File: src/design/ipec_pkg.sv
package ipec_pkg;
  // Source counts and register file shape
  localparam int NSRC = 47;
  localparam int NREG = 7;
  localparam int NDISC_ENC = 4;
  localparam int FIXED_FIRST = 33;
  localparam int WAKE_PORT_LO = 6;
  localparam int WAKE_PORT_HI = 7;
  localparam int WAKE_TMR_LO = 33;
  localparam int WAKE_TMR_HI = 39;
  // Byte offsets on the bus
  localparam logic [7:0] OFF_IPR = 8'h00;
  localparam logic [7:0] OFF_CTRL = 8'h1C;
  localparam logic [7:0] OFF_EVT1 = 8'h20;
  localparam logic [7:0] OFF_EVT2 = 8'h24;
  localparam logic [7:0] OFF_STAT = 8'h28;
  // Reset values and control field positions
  localparam logic [15:0] IPR_RESET = 16'h0000;
  localparam logic [1:0] CTRL_RESET = 2'h1;
  localparam int CTRL_ENC = 0;
  localparam int CTRL_RTC = 1;
  localparam logic [2:0] HSIZE_WORD = 3'h2;
  // Writable bits per priority register; reserved nibbles read zero
  localparam logic [15:0] IPR_WMASK [NREG] = '{16'hFFFF, 16'hFFF0,
    16'hFFFF, 16'hFFFF, 16'hF0FF, 16'h0FFF, 16'hFFFF};
  // Fixed codes
  localparam logic [11:0] CODE_NMI = 12'h1C0;
  localparam logic [11:0] CODE_DBG = 12'h5E0;
  localparam logic [11:0] CODE_LVL15 = 12'h200;
  localparam logic [4:0] LVL_NMI = 5'h10;
  localparam logic [4:0] LVL_DBG = 5'h0F;
  // Per rank (0 = highest default order): priority field, source code
  localparam int SRC_FIELD [NSRC] = '{11, 10, 9, 8, 15, 14, 12, 13,
    16, 16, 16, 16, 18, 18, 18, 18, 19, 21, 23, 23, 23, 23, 24, 25, 26,
    27, 22, 22, 22, 22, 22, 22, 22, 0, 1, 2, 2, 3, 3, 3, 6, 6, 6, 6,
    4, 5, 5};
  localparam logic [11:0] SRC_CODE [NSRC] = '{12'h600, 12'h620,
    12'h640, 12'h660, 12'h680, 12'h6A0, 12'h700, 12'h720, 12'h800,
    12'h820, 12'h840, 12'h860, 12'h900, 12'h920, 12'h940, 12'h960,
    12'h980, 12'h9A0, 12'hB00, 12'hB20, 12'hB40, 12'hB60, 12'hA00,
    12'hA20, 12'hA40, 12'hA60, 12'h9C0, 12'h9C0, 12'h9C0, 12'h9C0,
    12'h9C0, 12'h9C0, 12'h9C0, 12'h400, 12'h420, 12'h440, 12'h460,
    12'h480, 12'h4A0, 12'h4C0, 12'h4E0, 12'h500, 12'h520, 12'h540,
    12'h560, 12'h580, 12'h5A0};
  typedef enum logic [1:0] {
    SEL_NONE = 2'b00,
    SEL_SRC = 2'b01,
    SEL_IRL = 2'b10,
    SEL_DBG = 2'b11
  } ipec_sel_t;
  // On-chip requests, first field highest in default order
  typedef struct packed {
    logic [0:3] dma;
    logic [0:3] fifoSerial;
    logic adc;
    logic display;
    logic [0:3] syncSerial;
    logic usbHost;
    logic [0:1] usbFunc;
    logic analogLink;
    logic [0:6] pcCard;
    logic [0:3] timer;
    logic [0:2] rtc;
    logic [0:3] serial;
    logic watchdog;
    logic [0:1] refresh;
  } ipec_periph_t;
  typedef struct packed {
    logic [11:0] primary;
    logic [11:0] secondary;
  } ipec_event_t;
endpackage : ipec_pkg

File: src/design/ipec_core.sv
// Behaviour
// - Port inputs level-sensed, one field per eight
// - Acceptance never touches core mask bits
// - Port wake needs level above mask, RTC
// - Timer, RTC wake above mask with RTC
// - Peripherals programmable; debug fixed at fifteen
// - Source code latched into event registers
// - Reset clears every priority field
// - Equal priority ties follow default order
// - NMI level 16, debug fixed codes
// - Level-assigned primary code follows level
// - Discrete and port secondary codes, fields
// - Encoded pins give levels fifteen down
// - Shared field sources ranked internally
// - Timer to refresh use fixed codes
// - Shared vector, sources told by code
// - Field values rank sources zero to fifteen
// - Priority zero never raises a request
// - Fields accept zero to fifteen, zero masks
`timescale 1ns/1ps
module ipec_core (
  input wire logic clk,
  input wire logic rst,
  input wire logic ce,
  input wire logic hsel,
  input wire logic [31:0] haddr,
  input wire logic [1:0] htrans,
  input wire logic hwrite,
  input wire logic [2:0] hsize,
  input wire logic [31:0] hwdata,
  input wire logic hready,
  output logic hreadyout,
  output logic hresp,
  output logic [31:0] hrdata,
  input wire logic [15:0] portRequestInputs,
  input wire logic [3:0] encodedLevelInputsN,
  input wire logic [5:0] discreteRequests,
  input wire logic nmiRequest,
  input wire logic debugRequest,
  input wire ipec_pkg::ipec_periph_t periphRequests,
  input wire logic [3:0] coreMaskBits,
  input wire logic standbyMode,
  input wire logic acceptPulse,
  output logic requestValid,
  output logic [4:0] requestLevel,
  output ipec_pkg::ipec_event_t eventCodes,
  output logic wakeUp
);
  logic [15:0] ipr [ipec_pkg::NREG];
  logic [1:0] ctrl;
  logic [25:0] syncA;
  logic [25:0] syncB;
  logic wrPend;
  logic [5:0] wrIdx;
  logic [0:ipec_pkg::NSRC-1] req;
  logic [3:0] srcLvl [ipec_pkg::NSRC];
  logic [ipec_pkg::NSRC-1:0] wakeAbove;
  logic [15:0] portSync;
  logic [3:0] irlSync;
  logic [5:0] discSync;
  logic [3:0] irlLvl;
  logic encMode;
  logic rtcOsc;
  logic addrPhase;
  logic [5:0] rdIdx;
  logic [31:0] rdMux;
  logic [4:0] bestLvl;
  ipec_pkg::ipec_sel_t bestSel;
  logic [5:0] bestRank;
  logic [11:0] lvlCode;
  logic [11:0] nextPrimary;
  logic [11:0] nextSecondary;
  logic winFixed;

  // Port, encoded and discrete pins pass two flops before anything reads them; NMI and debug do not
  always_ff @(posedge clk or posedge rst)
    if (rst)
    begin
      syncA <= 26'h0000000;
      syncB <= 26'h0000000;
    end
    else if (ce)
    begin
      syncA <= {portRequestInputs, encodedLevelInputsN, discreteRequests};
      syncB <= syncA;
    end
  assign portSync = syncB[25:10];
  assign irlSync = syncB[9:6];
  assign discSync = syncB[5:0];

  // Control bits
  assign encMode = ctrl[ipec_pkg::CTRL_ENC];
  assign rtcOsc = ctrl[ipec_pkg::CTRL_RTC];
  assign irlLvl = ~irlSync;

  // Request vector in default order
  assign req[0:5] = {<<{discSync}};
  assign req[6] = |portSync[7:0];
  assign req[7] = |portSync[15:8];
  assign req[8:ipec_pkg::NSRC-1] = periphRequests;

  // Per-source level from its shared field
  for (genvar r = 0; r < ipec_pkg::NSRC; r++)
  begin : g_src
    localparam int F = ipec_pkg::SRC_FIELD[r];
    localparam bit W = (r >= ipec_pkg::WAKE_PORT_LO &&
      r <= ipec_pkg::WAKE_PORT_HI) || (r >= ipec_pkg::WAKE_TMR_LO &&
      r <= ipec_pkg::WAKE_TMR_HI);
    localparam bit D = r < ipec_pkg::NDISC_ENC;
    wire logic [3:0] field = ipr[F / 4][15 - 4 * (F % 4) -: 4];
    // Discrete 0-3 share pins with the encoded inputs
    assign srcLvl[r] = (req[r] && !(D && encMode)) ? field : 4'h0;
    assign wakeAbove[r] = W && (srcLvl[r] > coreMaskBits);
  end

  // Ties: later candidates win only on >=, so scan low rank last
  always_comb
  begin
    bestLvl = 5'h00;
    bestSel = ipec_pkg::SEL_NONE;
    bestRank = 6'h00;
    for (int r = ipec_pkg::NSRC - 1; r >= 0; r--)
      if (srcLvl[r] != 4'h0 && {1'b0, srcLvl[r]} >= bestLvl)
      begin
        bestLvl = {1'b0, srcLvl[r]};
        bestSel = ipec_pkg::SEL_SRC;
        bestRank = 6'(r);
      end
    if (encMode && irlLvl != 4'h0 && {1'b0, irlLvl} >= bestLvl)
    begin
      bestLvl = {1'b0, irlLvl};
      bestSel = ipec_pkg::SEL_IRL;
    end
    if (debugRequest)
    begin
      bestLvl = ipec_pkg::LVL_DBG;
      bestSel = ipec_pkg::SEL_DBG;
    end
    if (nmiRequest)
      bestLvl = ipec_pkg::LVL_NMI;
  end

  // Event codes; one shared vector, sources told apart here
  assign lvlCode = ipec_pkg::CODE_LVL15 + {3'h0, ~bestLvl[3:0], 5'h00};
  assign winFixed = bestRank >= 6'(ipec_pkg::FIXED_FIRST);
  always_comb
  begin
    nextPrimary = 12'h000;
    nextSecondary = 12'h000;
    if (nmiRequest)
    begin
      nextPrimary = ipec_pkg::CODE_NMI;
      nextSecondary = ipec_pkg::CODE_NMI;
    end
    else
      case (bestSel)
        ipec_pkg::SEL_DBG:
        begin
          nextPrimary = ipec_pkg::CODE_DBG;
          nextSecondary = ipec_pkg::CODE_DBG;
        end
        ipec_pkg::SEL_IRL:
        begin
          nextPrimary = lvlCode;
          nextSecondary = lvlCode;
        end
        ipec_pkg::SEL_SRC:
        begin
          nextSecondary = ipec_pkg::SRC_CODE[bestRank];
          nextPrimary = winFixed ? ipec_pkg::SRC_CODE[bestRank]
            : lvlCode;
        end
        default:
        begin
          nextPrimary = 12'h000;
          nextSecondary = 12'h000;
        end
      endcase
  end

  // Core-facing state; the mask is only read, never written
  always_ff @(posedge clk or posedge rst)
    if (rst)
    begin
      requestValid <= 1'b0;
      requestLevel <= 5'h00;
      eventCodes <= '0;
      wakeUp <= 1'b0;
    end
    else if (ce)
    begin
      requestValid <= bestLvl > {1'b0, coreMaskBits};
      requestLevel <= bestLvl;
      if (acceptPulse)
        eventCodes <= {nextPrimary, nextSecondary};
      wakeUp <= standbyMode && rtcOsc && (|wakeAbove);
    end

  // Bus decode: zero wait; writes need word size, reads take any size
  assign addrPhase = hsel && htrans[1] && hready;
  assign rdIdx = haddr[7:2];
  always_comb
  begin
    rdMux = 32'h00000000;
    if (rdIdx < 6'(ipec_pkg::NREG))
      rdMux = {16'h0000, ipr[rdIdx[2:0]]};
    else if (rdIdx == ipec_pkg::OFF_CTRL[7:2])
      rdMux = {30'h00000000, ctrl};
    else if (rdIdx == ipec_pkg::OFF_EVT1[7:2])
      rdMux = {20'h00000, eventCodes.primary};
    else if (rdIdx == ipec_pkg::OFF_EVT2[7:2])
      rdMux = {20'h00000, eventCodes.secondary};
    else if (rdIdx == ipec_pkg::OFF_STAT[7:2])
      rdMux = {26'h0000000, requestValid, requestLevel};
  end

  // Address phase captured, data written next cycle
  always_ff @(posedge clk or posedge rst)
    if (rst)
    begin
      wrPend <= 1'b0;
      wrIdx <= 6'h00;
      hrdata <= 32'h00000000;
      hreadyout <= 1'b1;
      hresp <= 1'b0;
    end
    else if (ce)
    begin
      wrPend <= addrPhase && hwrite && hsize == ipec_pkg::HSIZE_WORD;
      wrIdx <= rdIdx;
      if (addrPhase && !hwrite)
        hrdata <= rdMux;
      hreadyout <= 1'b1;
      hresp <= 1'b0;
    end

  // Register file; reset clears all priority fields
  always_ff @(posedge clk or posedge rst)
    if (rst)
    begin
      for (int i = 0; i < ipec_pkg::NREG; i++)
        ipr[i] <= ipec_pkg::IPR_RESET;
      ctrl <= ipec_pkg::CTRL_RESET;
    end
    else if (ce && wrPend)
    begin
      for (int i = 0; i < ipec_pkg::NREG; i++)
        if (wrIdx == 6'(i))
          ipr[i] <= hwdata[15:0] & ipec_pkg::IPR_WMASK[i];
      if (wrIdx == ipec_pkg::OFF_CTRL[7:2])
        ctrl <= hwdata[1:0];
    end
endmodule : ipec_core

File: config.mk
export PLATFORM = sky130hd
export DESIGN_NAME = ipec_core
export DESIGN_NICKNAME = d
export VERILOG_FILES = /design/src/design/ipec_pkg.sv /design/src/design/ipec_core.sv
export SDC_FILE = /design/constraint.sdc
export NUM_CORES = 1
export LEC_CHECK = 0
export ABC_AREA = 1
export BUFFER_PORTS_ARGS = -buffer_cell sky130_fd_sc_hd__buf_2
export CAP_MARGIN = 20
export CORE_MARGIN = 2
export CORE_UTILIZATION = 30
export CTS_CLUSTER_DIAMETER = 30
export DETAILED_ROUTE_END_ITERATION = 16
export GPL_ROUTABILITY_DRIVEN = 0
export PLACE_DENSITY_LB_ADDON = 0.05
export REMOVE_ABC_BUFFERS = 1
export SLEW_MARGIN = 20
export SYNTH_ARGS = -nofsm -noshare
export SYNTH_HDL_FRONTEND = slang
export SYNTH_SLANG_ARGS = --single-unit
File: constraint.sdc
create_clock -name clk -period 74.4 [get_ports clk]
set_input_delay 7.44 -clock clk [delete_from_list [all_inputs] [get_ports clk]]
set_output_delay 7.44 -clock clk [all_outputs]
set_load 0.02 [all_outputs]
==> run summary <==
SETUP PATH
-----------------------------------------------------------------------------------------------------------------
Register-to-register setup slack                                                                         15.85 ns
Cell class contributing the biggest share of worst-path delay                                        simple AND/OR/NAND/NOR gates
Worst reg2reg path depth                                                                                      474
Critical-path maximum fanout                                                                                   20
Number of stages on the worst setup path                                                                      475
Worst Path Class, Setup                                                                              input port to register
Stage delay of the slowest cell on the critical path                                                      0.63 ns
Type of origin of the critical path                                                                    input port
Arrival time at the worst endpoint                                                                       65.60 ns
Required @ worst endpoint                                                                                74.84 ns
Slowest cell on the critical path                                                                          nor2_1
Beginning of the critical path                                                                       periphRequests[1]
R2r endpoint                                                                                         requestValid$_DFFE_PP0P_
Reg-to-reg critical path startpoint                                                                  g_src[45].field[1]$_DFFE_PP0P_
Most Frequent Cell on Critical Path                                                                       o21ai_0
Buffering stage count on the worst path with inverters included                                                69
Sort of element at the end of the critical path                                                          register

SYNTH
-----------------------------------------------------------------------------------------------------------------
Dominant combinational cell family by area after synthesis                                           simple AND/OR/NAND/NOR gates
Multiplexer area fraction after synthesis                                                                      0%
Netlist area before placement                                                                         0.01977 mm2
Async S/R FF share, synth                                                                                  100.0%
Primary FF master, synth                                                                                  dfrtp_1
Mean Syn Cell Area                                                                                      6.610 um2
Share of the synthesized area in the top cell type                                                         24.94%
Arithmetic-cell share of the synthesized area counting full adders, half adders and majority gates         10.89%
Count of unique library cells instantiated by Yosys                                                            67
Complex-gate fraction of the synthesized area                                                              14.80%
Area share of xor/xnor cells in the synthesized design                                                         0%
Flip-flop and latch count after synthesis                                                                     198
Largest cells by area after synthesis                                                                dfrtp_1 25%, nand2_1 15%, ha_1 11%
Synth warnings                                                                                                  0
Library cell with the largest summed area after synthesis                                                 dfrtp_1
Synthesized instance count                                                                                   2990
Share of synthesized cell area in and, or, nand and nor gates                                              35.31%
Sequential-to-total area share from yosys stat                                                             25.07%
Number of enable-type register cells in the synthesized netlist                                                 0

FLOORPLAN
-----------------------------------------------------------------------------------------------------------------
Core area                                                                                             0.06551 mm2
Total Die Area                                                                                        0.06795 mm2
Die H                                                                                                    260.7 um
Chip width                                                                                               260.7 um
Initial Utilization                                                                                        30.17%
Total number of placement rows                                                                                 94
Number of ports placed on the die boundary                                                                    213

CLOCK TREE
-----------------------------------------------------------------------------------------------------------------
Clock tree from TritonCTS                                                                                   built
# Post-CTS Setup Buffers                                                                                        0
H-tree levels                                                                                                   4
TritonCTS buffer count                                                                                         17
Number of sinks driven by the clock tree                                                                      198
Clock latency at the later pin of the worst-skew pair                                                     0.50 ns
Number of hold buffers added after cts                                                                          0
Worst-case clock buffer depth                                                                                   2
Clock tree root driver cell                                                                             clkbuf_16
Clock-pin slew on the worst setup and hold paths                                                          0.08 ns
Number of cells upsized or downsized after cts                                                                  0

FINAL LAYOUT
-----------------------------------------------------------------------------------------------------------------
Most frequent standard cell in the layout excluding fill and tap cells                                    nand2_1
Leading cell types in the layout, fill and taps excluded                                             784 x nand2_1, 547 x inv_1, 331 x o21ai_0
Final #Nets                                                                                                  3423
Area Growth Syn to Fin                                                                                     10.44%
Number of fill cells in the layout                                                                           7258
Fraction of final layout cells with drive strength greater than 1                                          15.56%

DRT
-----------------------------------------------------------------------------------------------------------------
Number of iterations in the first detailed-routing pass                                                         5
Post-detailed-routing wire length                                                                        66710 um
Per-cell via count in the routed design                                                                     4.730
Vias post-DR                                                                                                18841
Post-route DRC violation count                                                                                  0
Routed wirelength normalized by instance count                                                           16.75 um
Count of routing violations after the opening detailed-route iteration                                       1264
Remaining antenna violation count after routing                                                                 0

STA
-----------------------------------------------------------------------------------------------------------------
Final Hold Fails                                                                                                0
Highest clock rate                                                                                      15.35 MHz
Final setup fails                                                                                               0
Setup repair after global routing missed its margin                                                         false
Hold slack final                                                                                        0.4721 ns
Transition time of the tightest slew-check pin                                                          0.9836 ns
Relative slew margins                                                                                      34.42%
Final Cycle Share                                                                                          87.58%
Final min period                                                                                         65.16 ns
Worst-case clock skew                                                                                  0.01719 ns
Setup tns final                                                                                              0 ns
Fin. max-slew vios                                                                                              0

WORST HOLD PATH
-----------------------------------------------------------------------------------------------------------------
Min-Delay Endpoint                                                                                   syncA[17]$_DFFE_PP0P_
Worst hold path startpoint                                                                           syncA[17]$_DFFE_PP0P_
Number of cells on the worst hold path                                                                          2
Worst hold path class                                                                                register to register

GLOBAL ROUTING
-----------------------------------------------------------------------------------------------------------------
Overall track demand over capacity in global routing                                                       19.98%
Largest net degree at the start of global routing                                                             127
Antenna violations before repair                                                                                5
Vias in the first global route                                                                              18105
Global route total overflow                                                                                     0
Global-route wire length before repair                                                                  103500 um

PLACE
-----------------------------------------------------------------------------------------------------------------
Count of input and output buffers                                                                             141
HPWL after detailed placement                                                                            54340 um

OUTCOME
-----------------------------------------------------------------------------------------------------------------
Status                                                                                                  completed

JOB
-----------------------------------------------------------------------------------------------------------------
Number of max-cap violations                                                                                    0

## area by class of cell
type	instances	area, um2	share of cell area [%]
diodes	3	7.507	0.03439
clock buffers	19	442.9	2.029
clock inverters	13	163.9	0.7509
inverters	569	2173	9.956
multi-input cells	2160	12180	55.79
flip-flops and latches	198	4956	22.70
well taps	864	1081	4.952
repair buffers	157	825.8	3.783
## flip-flops by register name (all words and copies together), names as in the netlist
register      count
ctrl              2
eventCodes       14
g_src.field     100
hrdata           16
requestLevel      5
requestValid      1
syncA            26
syncB            26
wakeUp            1
wrIdx             6
wrPend            1
## how the worst max path moves through the flow
stage,to,slack [ns]
floorplan,requestValid$_DFFE_PP0P_,17.35
global placement,requestValid$_DFFE_PP0P_,9.26
CTS,requestValid$_DFFE_PP0P_,8.76
detailed placement,requestValid$_DFFE_PP0P_,8.38
global route,requestValid$_DFFE_PP0P_,1.29
finish,requestValid$_DFFE_PP0P_,9.24
## metrics by stage
step	cells	worst slack, ns	cell area, um2	utilization (%)
after CTS	3980	8.757	21820	33.30
after floorplan	2927	17.35	19280	-
after detailed placement	3948	8.383	21210	32.38
after global placement	3948	9.265	21200	32.36
final	3983	9.240	21830	33.32
after global routing	3983	1.285	21830	33.32
## Yosys cell counts (13+ instances only)
cell type,n
a221oi_1,14
a21oi_1,95
inv_1,548
buf_4,30
nor2_1,113
nand2_1,784
nand2_4,47
o22ai_1,13
nand3_1,183
dfrtp_1,197
nand4_1,54
o21ai_0,331
nand3_2,53
inv_2,14
ha_1,172
nand2_2,148
clkbuf_1,45
## worst register-to-register path, delay by kind of cell (launching register included)
family / cells / cell delay, ns
AND/OR/NAND/NOR: 249 / 22.37
AO/OA/AOI/OAI: 110 / 17.09
adder cells (fa/ha/maj): 48 / 13.64
buffers and inverters: 67 / 4.90
flip-flops: 1 / 0.45
## per-layer routing
layer,global-route usage [%],share of wire [%],vias to the layer above,wire length (um)
met5,0,0,-,0
met4,6.333,2.3,0,1566
met3,2.574,4.0,57,2656
met2,32.07,45,339,30210
met1,27.71,48,8626,32280
li1,-,-,9819,-
## logic make-up after synthesis
kind of cell	count (synthesis)
DFF	198
AOI/OAI and AO/OA	529
other	2
and+or+nand+nor	1431
adders and majority gates	172
buffers and inverters	658
Power is not shown: default switching activity piles up to over one toggle a cycle in this logic, so the estimate is an artifact.
